==> src/design/drive_ctl_defines.svh <==
// offsets, field positions, error codes and mode numbers for the drive command decoder
// assumes inclusion by bare name from the package and the decoder module
// Functional notes
// (RQ1) 16-bit command word at 0x6040, written by the master, steers the state machine.
// (RQ2) command bits 0 to 3 together select state machine transitions.
// (RQ3) quick-stop bit only decodes; no distinct quick-stop deceleration exists.
// (RQ4) bits 4 to 6 follow mode: homing start, profile set-point bits with 9.
// (RQ5) command bit 7 active clears latched faults and warnings.
// (RQ6) cyclic synchronous position ignores bits 4 to 6, halt 8 and bit 9.
// (RQ7) master writes zero to bits 13 to 15; bits 10 to 12 reserved.
// (RQ8) shutdown 110, switch-on 111, disable-voltage bit1 zero, others ignored.
// (RQ9) quick-stop bit2 zero bit1 one; disable-op 0111; enable-op 1111.
// (RQ10) fault reset is bit 7 set regardless of others; don't-cares ignored.
// (RQ11) master writes unsupported mode-specific bits as zero; the model keeps halt bit 8 in position sync mode.
// (RQ12) newer firmware reports 0xff00 plus decimal fault number, e.g. 0xff29.
// (RQ13) sync watchdog fault reports 0xffcb new, 0xff93 first generation.
// (RQ14) process data map fault reports 0xffcc new, 0xff94 first generation.
// (RQ15) unsupported mode fault reports 0xffcd new, 0xff95 first generation.
// (RQ16) torque-off input fault reports 0xff6f new, 0x7121 first generation.
// (RQ17) read-only error code at 0x603f holds latest code; zero means none.
// (RQ18) status bits 0,1,2,3,5,6 encode the state, e.g. operation enabled.
// (RQ19) priority: fault reset, disable voltage, quick stop, then the rest.
`ifndef DRIVE_CTL_DEFINES_SVH
`define DRIVE_CTL_DEFINES_SVH

`define CMD_WORD_OFFSET      16'h6040
`define STATE_WORD_OFFSET    16'h6041
`define ERR_CODE_OFFSET      16'h603f

`define CW_SWITCH_ON         0
`define CW_ENABLE_VOLTAGE    1
`define CW_QUICK_STOP        2
`define CW_ENABLE_OP         3
`define CW_MODE_B4           4
`define CW_MODE_B5           5
`define CW_MODE_B6           6
`define CW_FAULT_RESET       7
`define CW_HALT              8
`define CW_MODE_B9           9

`define SW_VOLTAGE_EN        4
`define SW_WARNING           7
`define SW_REMOTE            9

`define CMD_WORD_RESET       16'h0000
`define ERR_NONE             16'h0000
`define ERR_NEW_BASE         8'hff
`define ERR_OLD_SYNC_OFS     8'h38
`define ERR_OLD_TORQUE_OFF   16'h7121

`define FLT_RESOLUTION       8'h29
`define FLT_TORQUE_OFF       8'h6f
`define FLT_SYNC_LOST        8'hc8
`define FLT_DC_LOCK          8'hca
`define FLT_SYNC_WATCHDOG    8'hcb
`define FLT_PD_MAP           8'hcc
`define FLT_BAD_MODE         8'hcd
`define FLT_COE_CFG          8'hce
`define FLT_FOE              8'hd0

`define MODE_PP              8'h01
`define MODE_PV              8'h03
`define MODE_TQ              8'h04
`define MODE_HM              8'h06
`define MODE_CSP             8'h08
`define MODE_CSV             8'h09
`define MODE_CST             8'h0a

`endif

==> src/design/drive_ctl_pkg.sv <==
// types shared by the drive command decoder
// assumes the constants header is on the include path
`include "drive_ctl_defines.svh"

package drive_ctl_pkg;

    typedef enum logic [2:0] {
        ST_NOT_READY  = 3'b000,
        ST_SW_ON_DIS  = 3'b001,
        ST_READY      = 3'b010,
        ST_SWITCHED   = 3'b011,
        ST_OP_ENABLED = 3'b100,
        ST_QS_ACTIVE  = 3'b101,
        ST_FLT_REACT  = 3'b110,
        ST_FAULT      = 3'b111
    } state_t;

    typedef enum logic [2:0] {
        CMD_NONE        = 3'b000,
        CMD_SHUTDOWN    = 3'b001,
        CMD_SWITCH_ON   = 3'b010,
        CMD_DIS_VOLTAGE = 3'b011,
        CMD_QUICK_STOP  = 3'b100,
        CMD_DIS_OP      = 3'b101,
        CMD_ENABLE_OP   = 3'b110,
        CMD_FAULT_RESET = 3'b111
    } cmd_t;

    typedef struct packed {
        logic homingStart;
        logic newSetPoint;
        logic changeNow;
        logic relativeMove;
        logic changeOnSetPoint;
        logic haltReq;
    } mode_req_t;

endpackage : drive_ctl_pkg

==> src/design/drive_control_word_decoder.sv <==
// drive command word decoder: state machine, mode bits, status and error code words
// assumes fieldbus process data and fault sources run on sys_clk
`timescale 1ns/1ps
`default_nettype none
`include "drive_ctl_defines.svh"

module drive_control_word_decoder
    import drive_ctl_pkg::*;
(
    // clock, reset, enable
    input  wire logic        sys_clk,
    input  wire logic        rst_b,
    input  wire logic        clkEn,
    // command word write from received process data
    input  wire logic        cmdWrEn,
    input  wire logic [15:0] cmdWrData,
    // drive context
    input  wire logic [7:0]  opMode,
    input  wire logic        fwNewGen,
    input  wire logic        faultEvt,
    input  wire logic [7:0]  faultNum,
    input  wire logic        warnEvt,
    // object readback and decoded requests
    output logic [15:0]      cmdWordRd,
    output logic [15:0]      stateWord,
    output logic [15:0]      errCode,
    output var state_t       driveState,
    output var mode_req_t    modeReq,
    output logic             faultClear
);

    logic [15:0] cmdWord_ff;
    state_t      state_ff;
    state_t      nxt_state;
    cmd_t        cmd;
    logic [15:0] errCode_ff;
    logic [15:0] stateWord_ff;
    mode_req_t   modeReq_ff;
    logic        faultClear_ff;
    logic        rstBit_ff;
    logic        warn_ff;
    logic        badSeen_ff;
    logic        modeBad;
    logic        faultSrc;
    logic [7:0]  faultSel;

    // (RQ8) (RQ9) (RQ19) patterns in priority order
    function automatic cmd_t decode_cmd(input logic [15:0] w);
        if (w[`CW_FAULT_RESET]) begin
            decode_cmd = CMD_FAULT_RESET;
        end else if (!w[`CW_ENABLE_VOLTAGE]) begin
            decode_cmd = CMD_DIS_VOLTAGE;
        end else if (!w[`CW_QUICK_STOP]) begin
            decode_cmd = CMD_QUICK_STOP;
        end else if (!w[`CW_SWITCH_ON]) begin
            decode_cmd = CMD_SHUTDOWN;
        end else if (w[`CW_ENABLE_OP]) begin
            decode_cmd = CMD_ENABLE_OP;
        end else begin
            decode_cmd = CMD_DIS_OP;
        end
    endfunction : decode_cmd

    // (RQ12) fault number to error code
    function automatic logic [15:0] map_fault(input logic [7:0] num, input logic newGen);
        map_fault = {`ERR_NEW_BASE, num};
        if (!newGen) begin
            // (RQ16) first generation torque-off code
            if (num == `FLT_TORQUE_OFF) begin
                map_fault = `ERR_OLD_TORQUE_OFF;
            // (RQ13) (RQ14) (RQ15) first generation sync block
            end else if (num >= `FLT_SYNC_LOST && num <= `FLT_FOE && num != `FLT_COE_CFG) begin
                map_fault = {`ERR_NEW_BASE, num - `ERR_OLD_SYNC_OFS};
            end
        end
    endfunction : map_fault

    // (RQ18) state to status bits
    function automatic logic [15:0] encode_state(input state_t s, input logic w);
        logic [6:0] b;
        b = 7'h00;
        case (s)
            ST_NOT_READY:  b = 7'b0000000;
            ST_SW_ON_DIS:  b = 7'b1100000;
            ST_READY:      b = 7'b0110001;
            ST_SWITCHED:   b = 7'b0110011;
            ST_OP_ENABLED: b = 7'b0110111;
            ST_QS_ACTIVE:  b = 7'b0000111;
            ST_FLT_REACT:  b = 7'b0101111;
            ST_FAULT:      b = 7'b0101000;
            default:       b = 7'b0000000;
        endcase
        encode_state = {6'h00, (s != ST_NOT_READY), 1'b0, w, b};
        encode_state[`SW_VOLTAGE_EN] = (s == ST_READY) || (s == ST_SWITCHED)
                                       || (s == ST_OP_ENABLED) || (s == ST_QS_ACTIVE);
    endfunction : encode_state

    // (RQ10) decoded fresh each cycle
    assign cmd = decode_cmd(cmdWord_ff);

    // (RQ15) unsupported mode detection
    assign modeBad = !(opMode == `MODE_PP || opMode == `MODE_PV || opMode == `MODE_TQ
                       || opMode == `MODE_HM || opMode == `MODE_CSP
                       || opMode == `MODE_CSV || opMode == `MODE_CST);
    assign faultSrc = faultEvt || (modeBad && !badSeen_ff);
    assign faultSel = faultEvt ? faultNum : `FLT_BAD_MODE;

    // (RQ1) command object store; reserved bits kept as written
    always_ff @(posedge sys_clk) begin
        if (!rst_b) begin
            cmdWord_ff <= `CMD_WORD_RESET;
        end else if (clkEn && cmdWrEn) begin
            cmdWord_ff <= cmdWrData;
        end
    end

    always_ff @(posedge sys_clk) begin
        if (!rst_b) begin
            badSeen_ff <= 1'b0;
        end else if (clkEn) begin
            badSeen_ff <= modeBad;
        end
    end

    // (RQ2) transition selection
    always_comb begin
        nxt_state = state_ff;
        case (state_ff)
            ST_NOT_READY:  nxt_state = ST_SW_ON_DIS;
            ST_SW_ON_DIS: begin
                if (cmd == CMD_SHUTDOWN) begin
                    nxt_state = ST_READY;
                end
            end
            ST_READY: begin
                if (cmd == CMD_SWITCH_ON || cmd == CMD_DIS_OP || cmd == CMD_ENABLE_OP) begin
                    nxt_state = ST_SWITCHED;
                end else if (cmd == CMD_DIS_VOLTAGE || cmd == CMD_QUICK_STOP) begin
                    nxt_state = ST_SW_ON_DIS;
                end
            end
            ST_SWITCHED: begin
                if (cmd == CMD_ENABLE_OP) begin
                    nxt_state = ST_OP_ENABLED;
                end else if (cmd == CMD_SHUTDOWN) begin
                    nxt_state = ST_READY;
                end else if (cmd == CMD_DIS_VOLTAGE || cmd == CMD_QUICK_STOP) begin
                    nxt_state = ST_SW_ON_DIS;
                end
            end
            ST_OP_ENABLED: begin
                if (cmd == CMD_DIS_OP) begin
                    nxt_state = ST_SWITCHED;
                end else if (cmd == CMD_SHUTDOWN) begin
                    nxt_state = ST_READY;
                end else if (cmd == CMD_DIS_VOLTAGE) begin
                    nxt_state = ST_SW_ON_DIS;
                end else if (cmd == CMD_QUICK_STOP) begin
                    nxt_state = ST_QS_ACTIVE;
                end
            end
            // (RQ3) no ramp: leave quick stop next cycle
            ST_QS_ACTIVE: begin
                nxt_state = (cmd == CMD_ENABLE_OP) ? ST_OP_ENABLED : ST_SW_ON_DIS;
            end
            ST_FLT_REACT:  nxt_state = ST_FAULT;
            ST_FAULT: begin
                if (cmd == CMD_FAULT_RESET && !faultSrc) begin
                    nxt_state = ST_SW_ON_DIS;
                end
            end
            default:       nxt_state = ST_NOT_READY;
        endcase
        // a fault outranks any command outside the fault states
        if (faultSrc && state_ff != ST_FAULT && state_ff != ST_FLT_REACT) begin
            nxt_state = ST_FLT_REACT;
        end
    end

    always_ff @(posedge sys_clk) begin
        if (!rst_b) begin
            state_ff <= ST_NOT_READY;
        end else if (clkEn) begin
            state_ff <= nxt_state;
        end
    end

    // (RQ17) latest code; a new fault wins over the clear
    always_ff @(posedge sys_clk) begin
        if (!rst_b) begin
            errCode_ff <= `ERR_NONE;
        end else if (clkEn) begin
            if (faultSrc) begin
                errCode_ff <= map_fault(faultSel, fwNewGen);
            // (RQ5) clear while bit 7 active
            end else if (cmd == CMD_FAULT_RESET) begin
                errCode_ff <= `ERR_NONE;
            end
        end
    end

    // (RQ5) warning latch and clear pulse
    always_ff @(posedge sys_clk) begin
        if (!rst_b) begin
            warn_ff       <= 1'b0;
            rstBit_ff     <= 1'b0;
            faultClear_ff <= 1'b0;
        end else if (clkEn) begin
            warn_ff       <= warnEvt || (warn_ff && cmd != CMD_FAULT_RESET);
            rstBit_ff     <= cmdWord_ff[`CW_FAULT_RESET];
            faultClear_ff <= cmdWord_ff[`CW_FAULT_RESET] && !rstBit_ff;
        end
    end

    // (RQ4) mode-specific bits per active mode
    always_ff @(posedge sys_clk) begin
        if (!rst_b) begin
            modeReq_ff <= '0;
        end else if (clkEn) begin
            modeReq_ff <= '0;
            // (RQ6) position sync mode sees none of them
            if (opMode != `MODE_CSP) begin
                modeReq_ff.haltReq <= cmdWord_ff[`CW_HALT];
            end
            if (opMode == `MODE_HM) begin
                modeReq_ff.homingStart <= cmdWord_ff[`CW_MODE_B4];
            end
            if (opMode == `MODE_PP) begin
                modeReq_ff.newSetPoint      <= cmdWord_ff[`CW_MODE_B4];
                modeReq_ff.changeNow        <= cmdWord_ff[`CW_MODE_B5];
                modeReq_ff.relativeMove     <= cmdWord_ff[`CW_MODE_B6];
                modeReq_ff.changeOnSetPoint <= cmdWord_ff[`CW_MODE_B9];
            end
        end
    end

    // (RQ18) status word tracks the state register
    always_ff @(posedge sys_clk) begin
        if (!rst_b) begin
            stateWord_ff <= 16'h0000;
        end else if (clkEn) begin
            stateWord_ff <= encode_state(nxt_state, warnEvt || (warn_ff && cmd != CMD_FAULT_RESET));
        end
    end

    assign cmdWordRd  = cmdWord_ff;
    assign stateWord  = stateWord_ff;
    assign errCode    = errCode_ff;
    assign driveState = state_ff;
    assign modeReq    = modeReq_ff;
    assign faultClear = faultClear_ff;

    cmd_store_a: assert property (@(posedge sys_clk) disable iff (!rst_b) // RQ1
        clkEn && cmdWrEn |=> cmdWordRd == $past(cmdWrData))
        else $error("command word not stored");
    switch_on_a: assert property (@(posedge sys_clk) disable iff (!rst_b) // RQ8
        clkEn && !faultSrc && state_ff == ST_READY && cmdWord_ff[7:0] == 8'h07
        |=> driveState == ST_SWITCHED)
        else $error("switch-on not taken");
    dis_voltage_a: assert property (@(posedge sys_clk) disable iff (!rst_b) // RQ8
        clkEn && !faultSrc && !cmdWord_ff[7] && !cmdWord_ff[1]
        && state_ff inside {ST_READY, ST_SWITCHED, ST_OP_ENABLED}
        |=> driveState == ST_SW_ON_DIS)
        else $error("disable voltage not taken");
    quick_stop_a: assert property (@(posedge sys_clk) disable iff (!rst_b) // RQ3
        (clkEn && !faultSrc && state_ff == ST_OP_ENABLED && cmdWord_ff[7:0] == 8'h0a)
        ##1 (clkEn && !faultSrc && cmdWord_ff[7:0] == 8'h0a)
        |=> driveState == ST_SW_ON_DIS && $past(driveState) == ST_QS_ACTIVE)
        else $error("quick stop lingered");
    enable_op_a: assert property (@(posedge sys_clk) disable iff (!rst_b) // RQ9
        clkEn && !faultSrc && state_ff == ST_SWITCHED && cmdWord_ff[7:0] == 8'h0f
        |=> driveState == ST_OP_ENABLED && stateWord[6:0] == 7'b0110111)
        else $error("enable operation failed");
    fault_reset_a: assert property (@(posedge sys_clk) disable iff (!rst_b) // RQ10
        clkEn && !faultSrc && state_ff == ST_FAULT && cmdWord_ff[7]
        |=> driveState == ST_SW_ON_DIS && errCode == 16'h0000)
        else $error("fault reset not honoured");
    err_new_a: assert property (@(posedge sys_clk) disable iff (!rst_b) // RQ12
        clkEn && faultEvt && fwNewGen |=> errCode == {8'hff, $past(faultNum)})
        else $error("new error code wrong");
    err_sync_old_a: assert property (@(posedge sys_clk) disable iff (!rst_b) // RQ13
        clkEn && faultEvt && !fwNewGen && faultNum == 8'hcb |=> errCode == 16'hff93)
        else $error("old sync watchdog code wrong");
    err_torque_a: assert property (@(posedge sys_clk) disable iff (!rst_b) // RQ16
        clkEn && faultEvt && !fwNewGen && faultNum == 8'h6f |=> errCode == 16'h7121)
        else $error("old torque-off code wrong");
    csp_ignore_a: assert property (@(posedge sys_clk) disable iff (!rst_b) // RQ6
        clkEn && opMode == 8'h08 |=> modeReq == '0)
        else $error("position sync mode passed bits");
    pp_bits_a: assert property (@(posedge sys_clk) disable iff (!rst_b) // RQ4
        clkEn && opMode == 8'h01 |=> modeReq.newSetPoint == $past(cmdWord_ff[4])
        && modeReq.changeOnSetPoint == $past(cmdWord_ff[9]))
        else $error("profile bits wrong");

endmodule : drive_control_word_decoder
`default_nettype wire

==> config.mk <==
export PLATFORM = sky130hd
export DESIGN_NAME = drive_control_word_decoder
export DESIGN_NICKNAME = d
export VERILOG_FILES = /design/src/design/drive_ctl_pkg.sv /design/src/design/drive_control_word_decoder.sv
export VERILOG_INCLUDE_DIRS = /design/src /design/src/design
export SDC_FILE = /design/constraint.sdc
export NUM_CORES = 1
export LEC_CHECK = 0
export ABC_AREA = 1
export BUFFER_PORTS_ARGS = -buffer_cell sky130_fd_sc_hd__buf_2
export CORE_ASPECT_RATIO = 1.5
export CORE_MARGIN = 3
export CORE_UTILIZATION = 40
export DETAILED_ROUTE_END_ITERATION = 10
export PLACE_DENSITY_LB_ADDON = 0.12
export RECOVER_POWER = 100
export SLEW_MARGIN = 20
export SYNTH_ARGS = -nofsm -noshare
export SYNTH_HDL_FRONTEND = slang
export SYNTH_SLANG_ARGS = --single-unit
==> constraint.sdc <==
create_clock -name sys_clk -period 2.1 [get_ports sys_clk]
set_input_delay 0.315 -clock sys_clk [delete_from_list [all_inputs] [get_ports sys_clk]]
set_output_delay 0.315 -clock sys_clk [all_outputs]
set_load 0.01 [all_outputs]
==> impl_metrics.env <==
export IMPL_synth_cell_type_count=40
export IMPL_ys_seq_elements=47
export IMPL_yosysMostFrequentCell="nand2_1"
export IMPL_dpl_hpwl_um=4760
export IMPL_yosysTopAreaCell="dfxtp_1"
export IMPL_cap_violations=0
export IMPL_tightest_slew_ns=0.7235
export IMPL_p_per_area_nw_per_um2=695.2
export IMPL_cp_num_buf_inv=2
export IMPL_postCtsHoldBufs=0
export IMPL_ios=97
export IMPL_cp_max_fo=10
export IMPL_slowest_stage="dfxtp_1"
export IMPL_path_depth=13
export IMPL_antenna_found_initial=0
export IMPL_grt_max_degree=28
export IMPL_cts_buffers=5
export IMPL_port_buffers=89
export IMPL_post_route_period_util_pct=91.73
export IMPL_rsz0062_at_grt="no"
export IMPL_syn_to_final_growth_pct=19.01
export IMPL_grt_pass1_wl_um=10120
export IMPL_synth_edff_count=0
export IMPL_grt_use_total_pct=16.82
export IMPL_core_rowCount=34
export IMPL_worstPathArrival_ns=2.12
export IMPL_grt_overflow_total=0
export IMPL_cts_resized=0
export IMPL_crit_type="register to register"
export IMPL_r2r_cells=13
export IMPL_period_minus_slack_ns=1.926
export IMPL_final_area_sq_um=3008
export IMPL_syn_avg_cell_area_sq_um=7.242
export IMPL_clockRootBuffer="clkbuf_8"
export IMPL_required_ns=2.29
export IMPL_vias_per_cell=4.939
export IMPL_slew_headroom_pct=51.45
export IMPL_syn_cell_area_sq_um=2527
export IMPL_cts_path_max_buffers=2
export IMPL_max_stage_delay_ns=0.43
export IMPL_cp_cell_sequence="nand2_4 -> inv_1 -> a21oi_1 -> nand4_1 -> a21oi_2 -> a21oi_4 -> nand2_2 -> inv_1 -> ha_1 -> nor2_1 -> nand2_1 -> nor2_1 -> nor2_1"
export IMPL_die_area_sq_um=7328
export IMPL_drive_above_1_share_pct=21.94
export IMPL_fin_cells=505
export IMPL_htreeDepth=2
export IMPL_die_w_um=70.90
export IMPL_totalWireLength_um=6075
export IMPL_wl_per_cell_um=12.03
export IMPL_hold_path_class="input pin to register"
export IMPL_n_antenna_cell=0
export IMPL_syn_inst=349
export IMPL_dp_slack_ns=0.09320
export IMPL_yosys_warnings=0
export IMPL_core_area_sq_um=5956
export IMPL_total_power_uw=2091
export IMPL_clock_latency_ns=0.30
export IMPL_cp_common_cell="nor2_1"
export IMPL_drc=0
export IMPL_fmax_ghz=0.5191
export IMPL_startpoint_type="register"
export IMPL_status="finished clean"
export IMPL_cp_top_family="simple AND/OR/NAND/NOR gates"
export IMPL_dp_cells=497
export IMPL_synth_commonest_cells="66 x nand2_1, 50 x nor2_1, 47 x dfxtp_1"
export IMPL_ant_nets=0
export IMPL_rrSetupSlack_ns=0.17
export IMPL_synth_top_area_share_pct=37.23
export IMPL_via_count=2494
export IMPL_start_util_pct=42.44
export IMPL_first_iter_violations=88
export IMPL_yosys_top_cells_area="dfxtp_1 37%, nand2_1 9.8%, nor2_1 7.4%"
export IMPL_setup_viol=0
export IMPL_clkTransAtPathRegs_ns=0.09
export IMPL_fin_ws_ns=0.1736
export IMPL_cts_tree="yes"
export IMPL_dr_pass1_iters=4
export IMPL_fp_dieH_um=103.4
export IMPL_grt_pass1_vias=2367
export IMPL_final_nets=475
export IMPL_vdd_ir_drop_worst_uv=382.1
export IMPL_end_kind="register"
export IMPL_drv_slew=0
export IMPL_clock_sinks=47
export IMPL_fin_tns_setup_ns=0
export IMPL_p_leak_uw=0.001338
export IMPL_worstHoldPathCells=3
export IMPL_gp_congestion=0.9070
export IMPL_hold_viol=0
export IMPL_dpl_instance_area_sq_um=2985
export IMPL_postCtsSetupRepairBufs=0
export IMPL_async_reset_ff_share_pct=0
export IMPL_clock_skew_ns=0.005175
export IMPL_ys_seq_area_share_pct=37.23
export IMPL_synth_ff_type="dfxtp_1"
final timing paths:
kind / to / from
worst max-delay path: stateWord[4]$_SDFFE_PN0P_ / driveState[1]$_SDFFE_PN0P_
worst min-delay path: cmdWordRd[5]$_SDFFE_PN0P_ / cmdWrData[5]
worst max register to register: stateWord[4]$_SDFFE_PN0P_ / driveState[1]$_SDFFE_PN0P_
worst min register to register: errCode[1]$_SDFFE_PN0P_ / errCode[1]$_SDFFE_PN0P_
layout make-up:
class | count | area (sq um)
multi-input combinational | 249 | 1309
sequential | 47 | 942.2
inverter | 33 | 125.1
tap | 72 | 90.09
timing repair buffer | 96 | 420.4
clock inverter | 2 | 38.79
clock buffer | 6 | 82.58
fill | 674 | 2948
power by group:
part | switching [uW] | internal (uW) | total (uW) | leakage, uW
clock network | 310 | 392 | 702 | 0.0000618
registers | 47.6 | 951 | 999 | 0.000388
logic | 249 | 142 | 391 | 0.000888
worst reg2reg max path: cells and delay by family (launching register included):
kind / cells / cell delay, ns
compound gates: 3 / 0.39
fa+ha+maj: 1 / 0.16
simple gates: 7 / 0.68
flops: 1 / 0.43
buf+inv: 2 / 0.16
per-stage QoR:
stage | util, % | hold slack (ns)
global placement | 50.13 | 0.4403
floorplan | - | 0.4413
global route | 50.50 | 0.2581
finish | 50.50 | 0.2615
CTS | 52.16 | 0.2531
detailed placement | 50.13 | 0.4408
cells in the final DEF (no fill, tap or decap), types with 5 or more instances in the layout:
cell and count:
nand3_1 10, nor2_2 6, conb_1 7, clkbuf_1 54, inv_1 21, dfxtp_1 46
o21ai_1 5, a21oi_1 30, inv_2 10, clkbuf_8 6, o21ai_0 30, buf_2 39
nand2_2 6, nand2_1 66, nor2_1 50
metal layers:
| metal | vias to the layer above | track usage (%) | share of wire, % |
|---|---|---|---|
| met3 | 8 | 3.772 | 6.8 |
| met2 | 74 | 30.74 | 50 |
| met1 | 1135 | 19.20 | 41 |
| met5 | - | 0 | 0 |
| li1 | 1277 | - | - |
| met4 | 0 | 5.933 | 1.3 |
cell families (layout without fill, tap and decap cells):
kind of cell | after synthesis | count (layout) | share of synthesized area, %
compound gates | 77 | 77 | 17.62
xor+xnor | 1 | 1 | 0.3466
fa+ha+maj | 4 | 4 | 1.980
buf+inv | 59 | 137 | 10.99
flops | 47 | 47 | 37.23
other cells | 1 | 7 | 0.1484
simple gates | 160 | 160 | 31.68
state kept, by name, summed over array words and instances (netlist names):
register and count:
stateWord 9, badSeen_ff 1, rstBit_ff 1, driveState 3, faultClear 1, errCode 10, modeReq 6, cmdWordRd 16
Note: power is estimated with default switching activity, not from simulation.
